===== config.mk =====
export PLATFORM = sky130hd
export DESIGN_NAME = mies_core
export DESIGN_NICKNAME = d
export VERILOG_FILES = /design/src/hw/mies_pkg.sv /design/src/hw/mies_core.sv /design/src/hw/mies_alu.sv
export SDC_FILE = /design/constraint.sdc
export NUM_CORES = 1
export LEC_CHECK = 0
export ABC_AREA = 1
export BUFFER_PORTS_ARGS = -buffer_cell sky130_fd_sc_hd__buf_2
export CAP_MARGIN = 20
export CORE_MARGIN = 3
export CORE_UTILIZATION = 57
export CTS_CLUSTER_SIZE = 40
export DETAILED_ROUTE_END_ITERATION = 12
export PLACE_DENSITY = 0.93
export SETUP_SLACK_MARGIN = 0.2
export SYNTH_ARGS = -nofsm -noshare
export SYNTH_HDL_FRONTEND = slang
export SYNTH_HIERARCHICAL = 1
export SYNTH_SLANG_ARGS = --single-unit

===== constraint.sdc =====
create_clock -name sys_clk_in -period 6.25 [get_ports sys_clk_in]
set_input_delay 0.9375 -clock sys_clk_in [delete_from_list [all_inputs] [get_ports sys_clk_in]]
set_output_delay 0.9375 -clock sys_clk_in [all_outputs]
set_load 0.02 [all_outputs]

===== src/hw/mies_pkg.sv =====
// Shared constants and types for the instruction execute subset.
// Assumes one system clock; every user includes nothing and names items as mies_pkg::name.
package mies_pkg;

  // Operand and flag widths
  localparam int DATA_W = 8;
  localparam int FLAG_W = 4;

  // Status flag positions
  localparam int FLAG_C   = 0;
  localparam int FLAG_AUX = 1;
  localparam int FLAG_Z   = 2;
  localparam int FLAG_OVF = 3;

  // Register byte offsets on the bus
  localparam logic [3:0] OFS_ACC    = 4'h0;
  localparam logic [3:0] OFS_STATUS = 4'h4;
  localparam logic [3:0] OFS_CTRL   = 4'h8;
  localparam logic [3:0] OFS_PC     = 4'hc;
  localparam int         CTRL_MIE   = 0;

  // Reset values and data constants
  localparam logic [7:0] ACC_RESET   = 8'h00;
  localparam logic [3:0] FLAGS_RESET = 4'h0;
  localparam logic       MIE_RESET   = 1'b0;
  localparam logic [7:0] BYTE_ONES   = 8'hff;
  localparam logic [7:0] BYTE_ONE    = 8'h01;
  localparam logic [7:0] BYTE_ZERO   = 8'h00;

  // Program counter steps: plain advance and skip over one word
  localparam int PC_STEP   = 1;
  localparam int SKIP_STEP = 2;

  typedef enum logic [4:0] {
    op_nop                                = 5'h00,
    op_increment_to_accumulator           = 5'h01,
    op_jump                               = 5'h02,
    op_move_mem_to_acc                    = 5'h03,
    op_move_imm_to_acc                    = 5'h04,
    op_move_acc_to_mem                    = 5'h05,
    op_or_to_accumulator                  = 5'h06,
    op_or_imm_to_accumulator              = 5'h07,
    op_or_into_memory                     = 5'h08,
    op_return                             = 5'h09,
    op_return_with_imm                    = 5'h0a,
    op_return_from_interrupt_op           = 5'h0b,
    op_rotate_left_memory                 = 5'h0c,
    op_rotate_left_to_accumulator         = 5'h0d,
    op_rotate_left_through_carry          = 5'h0e,
    op_rotate_left_carry_to_accumulator   = 5'h0f,
    op_rotate_right_memory                = 5'h10,
    op_rotate_right_to_accumulator        = 5'h11,
    op_rotate_right_through_carry         = 5'h12,
    op_rotate_right_carry_to_accumulator  = 5'h13,
    op_subtract_with_borrow               = 5'h14,
    op_subtract_with_borrow_to_memory     = 5'h15,
    op_decrement_skip_if_zero             = 5'h16,
    op_decrement_skip_if_zero_to_accumulator = 5'h17,
    op_increment_skip_if_zero             = 5'h18,
    op_increment_skip_if_zero_to_accumulator = 5'h19,
    op_set_byte                           = 5'h1a,
    op_set_bit                            = 5'h1b
  } mies_op_type;

  // One-bit sequence state; the dummy slot follows two-cycle instructions
  typedef enum logic {
    st_execute = 1'b0,
    st_dummy   = 1'b1
  } mies_state_type;

endpackage


===== src/hw/mies_core.sv =====
// Execute stage for a subset of an 8-bit controller instruction set, with a Wishbone view of its state.
// Assumes the fetch side presents a decoded instruction and the operand byte read combinationally at
// op_mem_addr_in, and that the return stack presents its top entry on stack_top_in.
//
// Implementation choices: register access over Wishbone and the address map.
`timescale 1ns/1ns
module mies_core #(
  parameter int ADDR_W = 10,
  parameter int PC_W   = 12
) (
  // Clock and reset
  input  wire logic                        sys_clk_in,
  input  wire logic                        reset_in,
  // Decoded instruction issue
  input  wire logic                        op_valid_in,
  input  wire mies_pkg::mies_op_type       op_code_in,
  input  wire logic [ADDR_W-1:0]           op_mem_addr_in,
  input  wire logic [7:0]                  op_imm_in,
  input  wire logic [2:0]                  op_bit_in,
  input  wire logic [PC_W-1:0]             op_target_in,
  output logic                             op_ready_out,
  // Data memory
  input  wire logic [7:0]                  mem_rdata_in,
  output logic                             mem_we_out,
  output logic      [ADDR_W-1:0]           mem_waddr_out,
  output logic      [7:0]                  mem_wdata_out,
  // Return stack
  input  wire logic [PC_W-1:0]             stack_top_in,
  output logic                             stack_pop_out,
  // Visible state
  output logic      [PC_W-1:0]             pc_out,
  output logic      [7:0]                  acc_out,
  output logic      [3:0]                  status_out,
  output logic                             master_interrupt_enable_out,
  output logic                             dummy_cycle_out,
  // Wishbone slave
  input  wire logic                        wb_cyc_in,
  input  wire logic                        wb_stb_in,
  input  wire logic                        wb_we_in,
  input  wire logic [3:0]                  wb_adr_in,
  input  wire logic [3:0]                  wb_sel_in,
  input  wire logic [31:0]                 wb_dat_in,
  output logic      [31:0]                 wb_dat_out,
  output logic                             wb_ack_out
);

  if (ADDR_W < 1 || ADDR_W > 16 || PC_W < 2 || PC_W > 16) begin : g_bad_width
    $error("mies_core: ADDR_W must be 1..16 and PC_W 2..16");
  end

  mies_pkg::mies_state_type state_q;
  logic [PC_W-1:0]          pc_q;
  logic [7:0]               acc_q;
  logic [3:0]               flags_q;
  logic                     mie_q;
  logic                     mem_we_q;
  logic [ADDR_W-1:0]        mem_waddr_q;
  logic [7:0]               mem_wdata_q;
  logic                     ack_q;
  logic [31:0]              rdata_q;

  logic       taken;
  logic       is_jump;
  logic       is_return;
  logic [7:0] alu_res;
  logic       alu_acc_we;
  logic       alu_mem_we;
  logic [3:0] alu_flags;
  logic       alu_skip;
  logic       bus_req;
  logic       bus_wr;

  mies_alu u_alu (
    .op_in      (op_code_in),
    .acc_in     (acc_q),
    .mem_in     (mem_rdata_in),
    .imm_in     (op_imm_in),
    .bit_in     (op_bit_in),
    .flags_in   (flags_q),
    .res_out    (alu_res),
    .acc_we_out (alu_acc_we),
    .mem_we_out (alu_mem_we),
    .flags_out  (alu_flags),
    .skip_out   (alu_skip)
  );

  // The dummy slot holds off issue for exactly one cycle
  assign op_ready_out = (state_q == mies_pkg::st_execute);
  assign taken        = op_valid_in && op_ready_out;
  assign is_jump      = (op_code_in == mies_pkg::op_jump);
  assign is_return    = (op_code_in == mies_pkg::op_return) ||
                        (op_code_in == mies_pkg::op_return_with_imm) ||
                        (op_code_in == mies_pkg::op_return_from_interrupt_op);
  assign stack_pop_out = taken && is_return;

  always_ff @(posedge sys_clk_in) begin
    if (reset_in) begin
      state_q <= mies_pkg::st_execute;
    end else if (taken && (is_jump || is_return || alu_skip)) begin
      state_q <= mies_pkg::st_dummy;
    end else begin
      state_q <= mies_pkg::st_execute;
    end
  end

  always_ff @(posedge sys_clk_in) begin
    if (reset_in) begin
      pc_q <= '0;
    end else if (taken) begin
      if (is_jump) begin
        pc_q <= op_target_in;
      end else if (is_return) begin
        pc_q <= stack_top_in;
      end else if (alu_skip) begin
        pc_q <= pc_q + PC_W'(mies_pkg::SKIP_STEP);
      end else begin
        pc_q <= pc_q + PC_W'(mies_pkg::PC_STEP);
      end
    end
  end

  // Bus transfers are taken once, on the edge that raises ack
  assign bus_req = wb_cyc_in && wb_stb_in && !ack_q;
  assign bus_wr  = bus_req && wb_we_in && wb_sel_in[0];

  // accumulator update; an issuing instruction beats a bus write
  always_ff @(posedge sys_clk_in) begin
    if (reset_in) begin
      acc_q <= mies_pkg::ACC_RESET;
    end else if (taken && alu_acc_we) begin
      acc_q <= alu_res;
    end else if (!taken && bus_wr && wb_adr_in == mies_pkg::OFS_ACC) begin
      acc_q <= wb_dat_in[7:0];
    end
  end

  always_ff @(posedge sys_clk_in) begin
    if (reset_in) begin
      flags_q <= mies_pkg::FLAGS_RESET;
    end else if (taken) begin
      flags_q <= alu_flags;
    end else if (bus_wr && wb_adr_in == mies_pkg::OFS_STATUS) begin
      flags_q <= wb_dat_in[mies_pkg::FLAG_W-1:0];
    end
  end

  // enable set wins over bus clear
  always_ff @(posedge sys_clk_in) begin
    if (reset_in) begin
      mie_q <= mies_pkg::MIE_RESET;
    end else if (taken && op_code_in == mies_pkg::op_return_from_interrupt_op) begin
      mie_q <= 1'b1;
    end else if (bus_wr && wb_adr_in == mies_pkg::OFS_CTRL) begin
      mie_q <= wb_dat_in[mies_pkg::CTRL_MIE];
    end
  end

  always_ff @(posedge sys_clk_in) begin
    if (reset_in) begin
      mem_we_q    <= 1'b0;
      mem_waddr_q <= '0;
      mem_wdata_q <= mies_pkg::BYTE_ZERO;
    end else begin
      mem_we_q <= taken && alu_mem_we;
      if (taken && alu_mem_we) begin
        mem_waddr_q <= op_mem_addr_in;
        mem_wdata_q <= alu_res;
      end
    end
  end

  // Wishbone answer one cycle after the request; unmapped offsets read zero
  always_ff @(posedge sys_clk_in) begin
    if (reset_in) begin
      ack_q   <= 1'b0;
      rdata_q <= 32'h0000_0000;
    end else begin
      ack_q <= bus_req;
      if (bus_req) begin
        case (wb_adr_in)
          mies_pkg::OFS_ACC:    rdata_q <= {24'h00_0000, acc_q};
          mies_pkg::OFS_STATUS: rdata_q <= {28'h000_0000, flags_q};
          mies_pkg::OFS_CTRL:   rdata_q <= {31'h0000_0000, mie_q};
          mies_pkg::OFS_PC:     rdata_q <= 32'(pc_q);
          default:              rdata_q <= 32'h0000_0000;
        endcase
      end
    end
  end

  assign pc_out                      = pc_q;
  assign acc_out                     = acc_q;
  assign status_out                  = flags_q;
  assign master_interrupt_enable_out = mie_q;
  assign dummy_cycle_out             = (state_q == mies_pkg::st_dummy);
  assign mem_we_out                  = mem_we_q;
  assign mem_waddr_out               = mem_waddr_q;
  assign mem_wdata_out               = mem_wdata_q;
  assign wb_ack_out                  = ack_q;
  assign wb_dat_out                  = rdata_q;

  // Checks on the executed results
  property p_inc_acc;
    @(posedge sys_clk_in) disable iff (reset_in)
    (taken && op_code_in == mies_pkg::op_increment_to_accumulator) |=>
      (acc_q == $past(mem_rdata_in) + 8'h01) && !mem_we_out;
  endproperty
  a_inc_acc: assert property (p_inc_acc) else $error("increment result not in accumulator");

  property p_jump;
    @(posedge sys_clk_in) disable iff (reset_in)
    (taken && is_jump) |=> (pc_q == $past(op_target_in)) && !op_ready_out ##1 op_ready_out;
  endproperty
  a_jump: assert property (p_jump) else $error("jump target or timing wrong");

  property p_move_flags;
    @(posedge sys_clk_in) disable iff (reset_in)
    (taken && (op_code_in == mies_pkg::op_move_mem_to_acc || op_code_in == mies_pkg::op_move_imm_to_acc ||
               op_code_in == mies_pkg::op_move_acc_to_mem)) |=> $stable(flags_q);
  endproperty
  a_move_flags: assert property (p_move_flags) else $error("move changed flags");

  property p_nop;
    @(posedge sys_clk_in) disable iff (reset_in)
    (taken && op_code_in == mies_pkg::op_nop) |=>
      $stable(acc_q) && $stable(flags_q) && !mem_we_out && pc_q == $past(pc_q) + 1'b1;
  endproperty
  a_nop: assert property (p_nop) else $error("no-op changed state");

  property p_or_zero;
    @(posedge sys_clk_in) disable iff (reset_in)
    (taken && op_code_in == mies_pkg::op_or_to_accumulator) |=>
      flags_q[mies_pkg::FLAG_Z] == (acc_q == 8'h00) && flags_q[mies_pkg::FLAG_C] == $past(flags_q[mies_pkg::FLAG_C]);
  endproperty
  a_or_zero: assert property (p_or_zero) else $error("OR zero flag wrong");

  property p_return;
    @(posedge sys_clk_in) disable iff (reset_in)
    (taken && is_return) |-> stack_pop_out ##1 (pc_q == $past(stack_top_in)) && $stable(flags_q);
  endproperty
  a_return: assert property (p_return) else $error("return did not restore address");

  property p_return_from_interrupt_op;
    @(posedge sys_clk_in) disable iff (reset_in)
    (taken && op_code_in == mies_pkg::op_return_from_interrupt_op) |=> master_interrupt_enable_out;
  endproperty
  a_return_from_interrupt_op: assert property (p_return_from_interrupt_op) else $error("interrupt enable not set");

  property p_sub_carry;
    @(posedge sys_clk_in) disable iff (reset_in)
    (taken && op_code_in == mies_pkg::op_subtract_with_borrow) |=>
      flags_q[mies_pkg::FLAG_C] == ($past({1'b0, acc_q}) >= $past({1'b0, mem_rdata_in}) + $past(9'(!flags_q[0])));
  endproperty
  a_sub_carry: assert property (p_sub_carry) else $error("subtract carry wrong");

  property p_skip_two;
    @(posedge sys_clk_in) disable iff (reset_in)
    (taken && alu_skip) |=> dummy_cycle_out && pc_q == $past(pc_q) + 2'd2 ##1 op_ready_out;
  endproperty
  a_skip_two: assert property (p_skip_two) else $error("skip did not take two cycles");

  property p_noskip_one;
    @(posedge sys_clk_in) disable iff (reset_in)
    (taken && !alu_skip && (op_code_in == mies_pkg::op_decrement_skip_if_zero ||
                            op_code_in == mies_pkg::op_increment_skip_if_zero)) |=> op_ready_out;
  endproperty
  a_noskip_one: assert property (p_noskip_one) else $error("untaken skip stalled");

  property p_set_byte;
    @(posedge sys_clk_in) disable iff (reset_in)
    (taken && op_code_in == mies_pkg::op_set_byte) |=>
      mem_we_out && mem_wdata_out == 8'hff && mem_waddr_out == $past(op_mem_addr_in) ##1 !mem_we_out || op_valid_in;
  endproperty
  a_set_byte: assert property (p_set_byte) else $error("byte set write wrong");

  property p_ret_imm;
    @(posedge sys_clk_in) disable iff (reset_in)
    (taken && op_code_in == mies_pkg::op_return_with_imm) |=>
      acc_q == $past(op_imm_in) &&
      $stable(flags_q);
  endproperty
  a_ret_imm: assert property (p_ret_imm) else $error("return did not load immediate");

  property p_rot_left;
    @(posedge sys_clk_in) disable iff (reset_in)
    (taken && op_code_in == mies_pkg::op_rotate_left_to_accumulator) |=>
      acc_q == $past({mem_rdata_in[6:0], mem_rdata_in[7]}) &&
      $stable(flags_q) && !mem_we_out;
  endproperty
  a_rot_left: assert property (p_rot_left) else $error("left rotate wrong");

  property p_rot_carry;
    @(posedge sys_clk_in) disable iff (reset_in)
    (taken && op_code_in == mies_pkg::op_rotate_right_carry_to_accumulator) |=>
      acc_q == $past({flags_q[mies_pkg::FLAG_C], mem_rdata_in[7:1]}) &&
      flags_q[mies_pkg::FLAG_C] == $past(mem_rdata_in[0]);
  endproperty
  a_rot_carry: assert property (p_rot_carry) else $error("carry rotate wrong");

  property p_dec_skip;
    @(posedge sys_clk_in) disable iff (reset_in)
    (taken && op_code_in == mies_pkg::op_decrement_skip_if_zero) |=>
      mem_we_out && mem_wdata_out == $past(mem_rdata_in) - 8'h01 &&
      mem_waddr_out == $past(op_mem_addr_in) && $stable(flags_q);
  endproperty
  a_dec_skip: assert property (p_dec_skip) else $error("decrement write wrong");

  property p_set_bit;
    @(posedge sys_clk_in) disable iff (reset_in)
    (taken && op_code_in == mies_pkg::op_set_bit) |=>
      mem_we_out && $stable(flags_q) &&
      mem_wdata_out == ($past(mem_rdata_in) | (8'h01 << $past(op_bit_in)));
  endproperty
  a_set_bit: assert property (p_set_bit) else $error("bit set write wrong");

endmodule


===== src/hw/mies_alu.sv =====
// Combinational datapath: result, write targets, new flags and skip decision.
// Assumes the operand byte and accumulator are stable for the issuing cycle.
`timescale 1ns/1ns
module mies_alu (
  // Instruction and operands
  input  wire mies_pkg::mies_op_type op_in,
  input  wire logic [7:0]            acc_in,
  input  wire logic [7:0]            mem_in,
  input  wire logic [7:0]            imm_in,
  input  wire logic [2:0]            bit_in,
  input  wire logic [3:0]            flags_in,
  // Results
  output logic      [7:0]            res_out,
  output logic                       acc_we_out,
  output logic                       mem_we_out,
  output logic      [3:0]            flags_out,
  output logic                       skip_out
);
  logic [8:0] diff;
  logic [4:0] low_diff;
  logic [7:0] inc;
  logic [7:0] dec;
  logic       c;

  assign c        = flags_in[mies_pkg::FLAG_C];
  assign inc      = mem_in + mies_pkg::BYTE_ONE;
  assign dec      = mem_in - mies_pkg::BYTE_ONE;
  // Borrow-in is the inverted carry
  assign diff     = {1'b0, acc_in} - {1'b0, mem_in} - {8'h00, ~c};
  assign low_diff = {1'b0, acc_in[3:0]} - {1'b0, mem_in[3:0]} - {4'h0, ~c};

  always_comb begin
    res_out    = mem_in;
    acc_we_out = 1'b0;
    mem_we_out = 1'b0;
    flags_out  = flags_in;
    skip_out   = 1'b0;
    case (op_in)
      mies_pkg::op_increment_to_accumulator: begin
        res_out    = inc;
        acc_we_out = 1'b1;
        flags_out[mies_pkg::FLAG_Z] = (inc == mies_pkg::BYTE_ZERO);
      end
      mies_pkg::op_move_mem_to_acc: acc_we_out = 1'b1;
      mies_pkg::op_move_imm_to_acc, mies_pkg::op_return_with_imm: begin
        res_out    = imm_in;
        acc_we_out = 1'b1;
      end
      mies_pkg::op_move_acc_to_mem: begin
        res_out    = acc_in;
        mem_we_out = 1'b1;
      end
      mies_pkg::op_or_to_accumulator, mies_pkg::op_or_into_memory: begin
        res_out    = acc_in | mem_in;
        acc_we_out = (op_in == mies_pkg::op_or_to_accumulator);
        mem_we_out = (op_in == mies_pkg::op_or_into_memory);
        flags_out[mies_pkg::FLAG_Z] = ((acc_in | mem_in) == mies_pkg::BYTE_ZERO);
      end
      mies_pkg::op_or_imm_to_accumulator: begin
        res_out    = acc_in | imm_in;
        acc_we_out = 1'b1;
        flags_out[mies_pkg::FLAG_Z] = ((acc_in | imm_in) == mies_pkg::BYTE_ZERO);
      end
      mies_pkg::op_rotate_left_memory, mies_pkg::op_rotate_left_to_accumulator: begin
        res_out    = {mem_in[6:0], mem_in[7]};
        acc_we_out = (op_in == mies_pkg::op_rotate_left_to_accumulator);
        mem_we_out = (op_in == mies_pkg::op_rotate_left_memory);
      end
      mies_pkg::op_rotate_right_memory, mies_pkg::op_rotate_right_to_accumulator: begin
        res_out    = {mem_in[0], mem_in[7:1]};
        acc_we_out = (op_in == mies_pkg::op_rotate_right_to_accumulator);
        mem_we_out = (op_in == mies_pkg::op_rotate_right_memory);
      end
      mies_pkg::op_rotate_left_through_carry, mies_pkg::op_rotate_left_carry_to_accumulator: begin
        res_out    = {mem_in[6:0], c};
        acc_we_out = (op_in == mies_pkg::op_rotate_left_carry_to_accumulator);
        mem_we_out = (op_in == mies_pkg::op_rotate_left_through_carry);
        flags_out[mies_pkg::FLAG_C] = mem_in[7];
      end
      mies_pkg::op_rotate_right_through_carry, mies_pkg::op_rotate_right_carry_to_accumulator: begin
        res_out    = {c, mem_in[7:1]};
        acc_we_out = (op_in == mies_pkg::op_rotate_right_carry_to_accumulator);
        mem_we_out = (op_in == mies_pkg::op_rotate_right_through_carry);
        flags_out[mies_pkg::FLAG_C] = mem_in[0];
      end
      mies_pkg::op_subtract_with_borrow, mies_pkg::op_subtract_with_borrow_to_memory: begin
        res_out    = diff[7:0];
        acc_we_out = (op_in == mies_pkg::op_subtract_with_borrow);
        mem_we_out = (op_in == mies_pkg::op_subtract_with_borrow_to_memory);
        flags_out[mies_pkg::FLAG_C]   = ~diff[8];
        flags_out[mies_pkg::FLAG_AUX] = ~low_diff[4];
        flags_out[mies_pkg::FLAG_Z]   = (diff[7:0] == mies_pkg::BYTE_ZERO);
        flags_out[mies_pkg::FLAG_OVF] = (acc_in[7] != mem_in[7]) && (diff[7] != acc_in[7]);
      end
      mies_pkg::op_decrement_skip_if_zero, mies_pkg::op_decrement_skip_if_zero_to_accumulator: begin
        res_out    = dec;
        acc_we_out = (op_in == mies_pkg::op_decrement_skip_if_zero_to_accumulator);
        mem_we_out = (op_in == mies_pkg::op_decrement_skip_if_zero);
        skip_out   = (dec == mies_pkg::BYTE_ZERO);
      end
      mies_pkg::op_increment_skip_if_zero, mies_pkg::op_increment_skip_if_zero_to_accumulator: begin
        res_out    = inc;
        acc_we_out = (op_in == mies_pkg::op_increment_skip_if_zero_to_accumulator);
        mem_we_out = (op_in == mies_pkg::op_increment_skip_if_zero);
        skip_out   = (inc == mies_pkg::BYTE_ZERO);
      end
      mies_pkg::op_set_byte: begin
        res_out    = mies_pkg::BYTE_ONES;
        mem_we_out = 1'b1;
      end
      mies_pkg::op_set_bit: begin
        res_out         = mem_in;
        res_out[bit_in] = 1'b1;
        mem_we_out      = 1'b1;
      end
      default: res_out = mem_in;
    endcase
  end
endmodule


### Word level (Yosys, flattened, before mapping)

Cells that the tools add are included.

* flip-flop bits (word level): 78
* input bits: 104
* output and inout port bits: 80
* logic and storage cells: 131

* $add $sub $neg: 8
* magnitude comparators: 2
* equality and inequality tests: 35
* multiplexer cells: 21
* bitwise logic cells: 7
* reductions and logical operators: 46

Operators with widths (number)
* case mux 8 bit (13 select lines): 1
* == test 5 bit, second input constant: 12
* case mux 12 bit (4 select lines): 1
* == test 5 x 4 -> 1 bit, second input constant: 8
* zero test 8 bit: 5
* two-way mux 12 bit: 3
* bitwise OR 8 bit: 3
* == test 5 x 3 -> 1 bit, second input constant: 4
* case mux 1 bit (9 select lines): 2
* OR reduction 2 bit: 9
* logical AND 1 bit: 16
* two-way mux 8 bit: 2
* adder 12 x 1 -> 12 bit, second input constant: 1
* adder 12 x 2 -> 12 bit, second input constant: 1
* == test 5 x 2 -> 1 bit, second input constant: 2
* subtractor 8 x 8 -> 9 bit: 1
* subtractor 9 x 1 -> 9 bit: 1
* adder 8 x 1 -> 8 bit, second input constant: 1
* == test 4 bit, second input constant: 2
* two-way mux 4 bit: 2
* subtractor 8 x 1 -> 8 bit, second input constant: 1
* two-way mux 1 bit: 6
* AND reduction 2 bit: 3
* nonzero test 2 bit: 3
* 20 further kinds: 29

### Longest topological paths before layout

* depth after elaboration: 8
* mapped depth: 19
* gate-level depth less buffers: 19

### Hierarchy

Netlist, hierarchy kept.

By module, submodules not included
* mies_core: instances 1, cells an instance 499, area each 3359.5 um2
* mies_alu: instances 1, cells an instance 472, area each 2414.8 um2

### Worst setup path before layout

OpenSTA, ideal clock, no wires.

* path kind: input port to flip-flop
* from: input port mem_rdata_in[5]
* to: register acc_q[6], in the netlist acc_out[6]
* library setup time: 115 ps
* arrival: 2843 ps
* required time: 6135 ps
* setup slack: 3292 ps
* cell stages on the path: 13
* path buffers: 1
* cells stage by stage: buf_2 -> clkinv_1 -> ha_1 -> ha_1 -> a21oi_1 -> nand4_1 -> nand3_1 -> nand3b_1 -> nor2_1 -> nand3_1 -> nand3_1 -> and3_2 -> nor2_1

* longest elaborated chain between the ends: 4
* elaborated cells on any way between the ends: 6

RTL lines
* from (decl): RTL line mies_core.sv:23 `input wire logic [7:0] mem_rdata_in,`
* subtractor 8 x 8 -> 9 bit: RTL line mies_alu.sv:29 `assign diff = {1'b0, acc_in} - {1'b0, mem_in} - {8'h00, ~c};`
* subtractor 9 x 1 -> 9 bit: RTL line mies_alu.sv:29
* case mux 8 bit (13 select lines) *: RTL line mies_alu.sv:38 `case (op_in)`
* named net alu_res[6]: RTL line mies_core.sv:65 `logic [7:0] alu_res;`
* two-way mux 8 bit *: RTL line mies_core.sv:130 `end else if (taken && alu_acc_we) begin`
* to (signal assigned): RTL line mies_core.sv:129 `acc_q <= mies_pkg::ACC_RESET;`
* to (signal assigned): RTL line mies_core.sv:131 `acc_q <= alu_res;`
* to (signal assigned): RTL line mies_core.sv:133 `acc_q <= wb_dat_in[7:0];`
* to (decl): RTL line mies_core.sv:53 `logic [7:0] acc_q;`

Mark *: on every way through the listed nets, which the timed path passes. The rest lies on a longest branch.
A chain may end at the register's enable or synchronous reset.

### Final worst setup path

* from: input port mem_rdata_in[0]
* to: register pc_q[5], in the netlist pc_out[5]

* longest elaborated chain between the ends: 6
* elaborated cells on any way between the ends: 8

RTL lines
* adder 8 x 1 -> 8 bit or subtractor 8 x 1 -> 8 bit (tied branches): RTL line mies_alu.sv:26, mies_alu.sv:27
* zero test 8 bit (on tied branches): RTL line mies_alu.sv:105, mies_alu.sv:99
* case mux 1 bit (2 select lines) *: RTL line mies_alu.sv:38
* named net alu_skip: RTL line mies_core.sv:69 `logic alu_skip;`
* two-way mux 12 bit *: RTL line mies_core.sv:114 `end else if (alu_skip) begin`
* two-way mux 12 bit *: RTL line mies_core.sv:112 `end else if (is_return) begin`
* two-way mux 12 bit *: RTL line mies_core.sv:110 `if (is_jump) begin`
* to (signal assigned): RTL line mies_core.sv:111 `pc_q <= op_target_in;`
* to (signal assigned): RTL line mies_core.sv:113 `pc_q <= stack_top_in;`
* to (signal assigned): RTL line mies_core.sv:115 `pc_q <= pc_q + PC_W'(mies_pkg::SKIP_STEP);`
* to (decl): RTL line mies_core.sv:52 `logic [PC_W-1:0] pc_q;`

Marks and branches as above.

==> results.toml <==
[routing]
wl_per_cell_um = 15.7
wirelength_mm = 19.3
drt-pass1-iter-count = 7
viasPerCell = 5.78
antenna_left = 0
vias = 7081
drc = 0
drt_iter0_drc = 827

[critical_path]
cp_max_fo = 13
cp-end-kind = "register"
worstSetupStartpointType = "primary input"
slowest_stage = "buf_2"
crit_chain = "buf_2 > inv_1 > ha_1 > xor2_1 > nor3b_1 > nand3_1 > a21oi_1 > nand3_1 > nand2_1 > nor2_1 > nor2_4 > nand3_1 > nand2_1 > nand2_1 > nand2_1 > nand2_1 > a21oi_1"
crit_required_ns = 6.53
crit_type = "in -> reg"
arrival_ns = 3.75
crit_path_frequent_cell = "nand2_1"
crit_path_max_incr_delay_ns = 0.29

[global_route]
grt_pass1_vias = 6181
overflow = 0
grt_pass1_wl_mm = 29.9
grt_max_degree = 56
antenna_found_initial = 0
grt_util_all_layers_pct = 32.5

[yosys]
synth-seq-area-share_pct = 20.1
synth_top_area_cell = "dfxtp_1"
yosysUniqueCellTypes = 52
ys.warnings.count = 6
avgSynthCellArea_sq_um = 5.95
synth.most_common_cell = "nand2_1"
synth_async_sr_flop_share_pct = 0
synthTopCellsByCount = "nand2_1, nand3_1, nor2_1"
synth_area_sq_mm = 0.00577
synth_top_area_share_pct = 20.1
syn_inst = 971
synth_top_flop_cell = "dfxtp_1"
synth_edf_count = 0
synth_area_leaders = "dfxtp_1, nand2_1, nand3_1"
ys_ff_latch = 58

[die]
die_h_um = 107
row_count = 36
ios = 184
core_sq_mm = 0.00982
die_area_sq_mm = 0.0114
start_util_pct = 58.8
dieWidth_um = 107

[final_layout]
multiInputGateArea_sq_mm = 0.00390
fin_util_pct = 66.9
num-fill-cells = 923
area_growth_pct = 13.7
antennaDiodeCount = 0
drive_above_1_share_pct = 19.9
nNetsFinal = 1220
final_area_sq_mm = 0.00657
seq_area_sq_mm = 0.00116

[place]
port_buffers = 136
dpl.hpwl_mm = 14.2
placed_cell_area_sq_mm = 0.00635
routabilityCongestion = 1.06

[cts]
post_cts_buffers = 0
hold_buffers = 0
cts.sinks = 58
ctsLongestPathBuffers = 2
root_buffer = "clkbuf_8"
cts_tree = "yes"
cts_buffers = 9
post_cts_resized = 0
cts.clk_slew.worst_paths_ns = 0.07
clk_latency_ns = 0.36
htreeDepth = 3

[hold_path]
hold_class = "reg -> reg"

[sta]
worst_pin_slew_ns = 0.822
period_minus_slack_ns = 3.47
finClkSkew_ns = 0.00867
fin_crit_sh_pct = 55.6
rsz0062_at_grt = "no"
finalMaxSlewViolations = 0
slew_headroom_pct = 45.1
setup_tns_ns = 0
clock.fmax_mhz = 288
hold_viol_final = 0
final-setup-viol-count = 0

[run]
drv_cap = 0

[power_and_ir_drop]
clkPwrFrac_pct = 31.5
p_int_mw = 0.751
p_seq_share_pct = 34.2
peakVddDrop_mv = 0.127
p_per_area_mw_per_mm2 = 188
p_sw_share_pct = 39.2
p_sw_mw = 0.484
combPwrFrac_pct = 34.3
p_leak_nw = 3.42

[run_status]
status = "complete, no violations"
[registers in the layout, indices dropped and copies added (netlist names)]
name,flops
master_interrupt_enable_out,1
pc_out,12
status_out,4
wb_dat_out,12
wb_ack_out,1
dummy_cycle_out,1
acc_out,8
mem_we_out,1
mem_wdata_out,8
mem_waddr_out,10
[power by group through the flow]
| stage | clock, mW | combinational [mW] | sequential [mW] |
|---|---|---|---|
| after global placement | 0 | 0.402 | 0.428 |
| final | 0.389 | 0.423 | 0.423 |
| after floorplan | 0 | 0.282 | 0.446 |
| after detailed placement | 0 | 0.409 | 0.429 |
| after CTS | 0.386 | 0.413 | 0.421 |
| after global routing | 0.398 | 0.465 | 0.426 |
[final timing paths]
check / startpoint / end / slack [ns] / depth (start not counted)
hold reg to reg: mem_wdata_out[3]$_SDFFE_PP0P_ / mem_wdata_out[3]$_SDFFE_PP0P_ / 0.46 / 2
hold / removal: mem_wdata_out[3]$_SDFFE_PP0P_ / mem_wdata_out[3]$_SDFFE_PP0P_ / 0.46 / 2
setup reg to reg: acc_out[0]$_SDFFE_PP0P_ / acc_out[0]$_SDFFE_PP0P_ / 3.38 / 15
setup / recovery: mem_rdata_in[0] / pc_out[5]$_SDFFE_PP0N_ / 2.78 / 17
[per-stage QoR]
stage / hold WS [ns] / power [mW] / setup WS (ns) / instances
floorplan: 0.537 / 0.728 / 3.29 / 990
global placement: 0.445 / 0.830 / 2.70 / 1210
detailed placement: 0.451 / 0.838 / 2.68 / 1210
CTS: 0.461 / 1.22 / 2.94 / 1226
global route: 0.476 / 1.29 / 2.62 / 1226
finish: 0.458 / 1.23 / 2.78 / 1226
[final cells by class]
type / count / share of cell area (%)
clock buffers: 9 / 1.89
inverters: 112 / 6.57
clock inverters: 7 / 1.43
multi-input cells: 770 / 59.4
well taps: 133 / 2.53
flip-flops and latches: 58 / 17.7
repair buffers: 137 / 10.5
[routing by layer]
metal / vias to the layer above / GRT usage (%) / wire [um] / share of wire, %
met2: 522 / 52.5 / 8700 / 45
met4: 0 / 11.9 / 758 / 3.9
met3: 89 / 7.65 / 2480 / 13
li1: 3344 / - / - / -
met5: - / 0 / 0 / 0
met1: 3126 / 42.3 / 7330 / 38
[layout by cell type, fill, tap and decap left out, types with 26 or more instances in the layout]
| cell | count |
|---|---|
| dfxtp_1 | 58 |
| nand3_1 | 102 |
| nand4_1 | 32 |
| buf_2 | 136 |
| inv_1 | 95 |
| a21oi_1 | 53 |
| nand2_1 | 289 |
| o21ai_0 | 57 |
| ha_1 | 26 |
| nor2_1 | 100 |
[critical path: cells and delay by family]
| family | cells | cell delay [ns] |
|---|---|---|
| and+or+nand+nor | 11 | 1.59 |
| adders and majority gates | 1 | 0.26 |
| AOI/OAI and AO/OA | 2 | 0.31 |
| xor gates and xnor gates | 1 | 0.16 |
| buffers and inverters | 2 | 0.48 |
[cells by family (layout without fill, tap and decap cells)]
group	count (synthesis)	in the layout	share of synthesized area, %
DFF	58	58	20.1
AOI/OAI and AO/OA	134	134	12.5
adders and majority gates	28	28	6.33
buffers and inverters	162	265	13.5
other	1	20	0.0649
and+or+nand+nor	581	581	46.4
xor gates and xnor gates	7	7	1.06
Note: power is estimated with default switching activity, not from simulation.
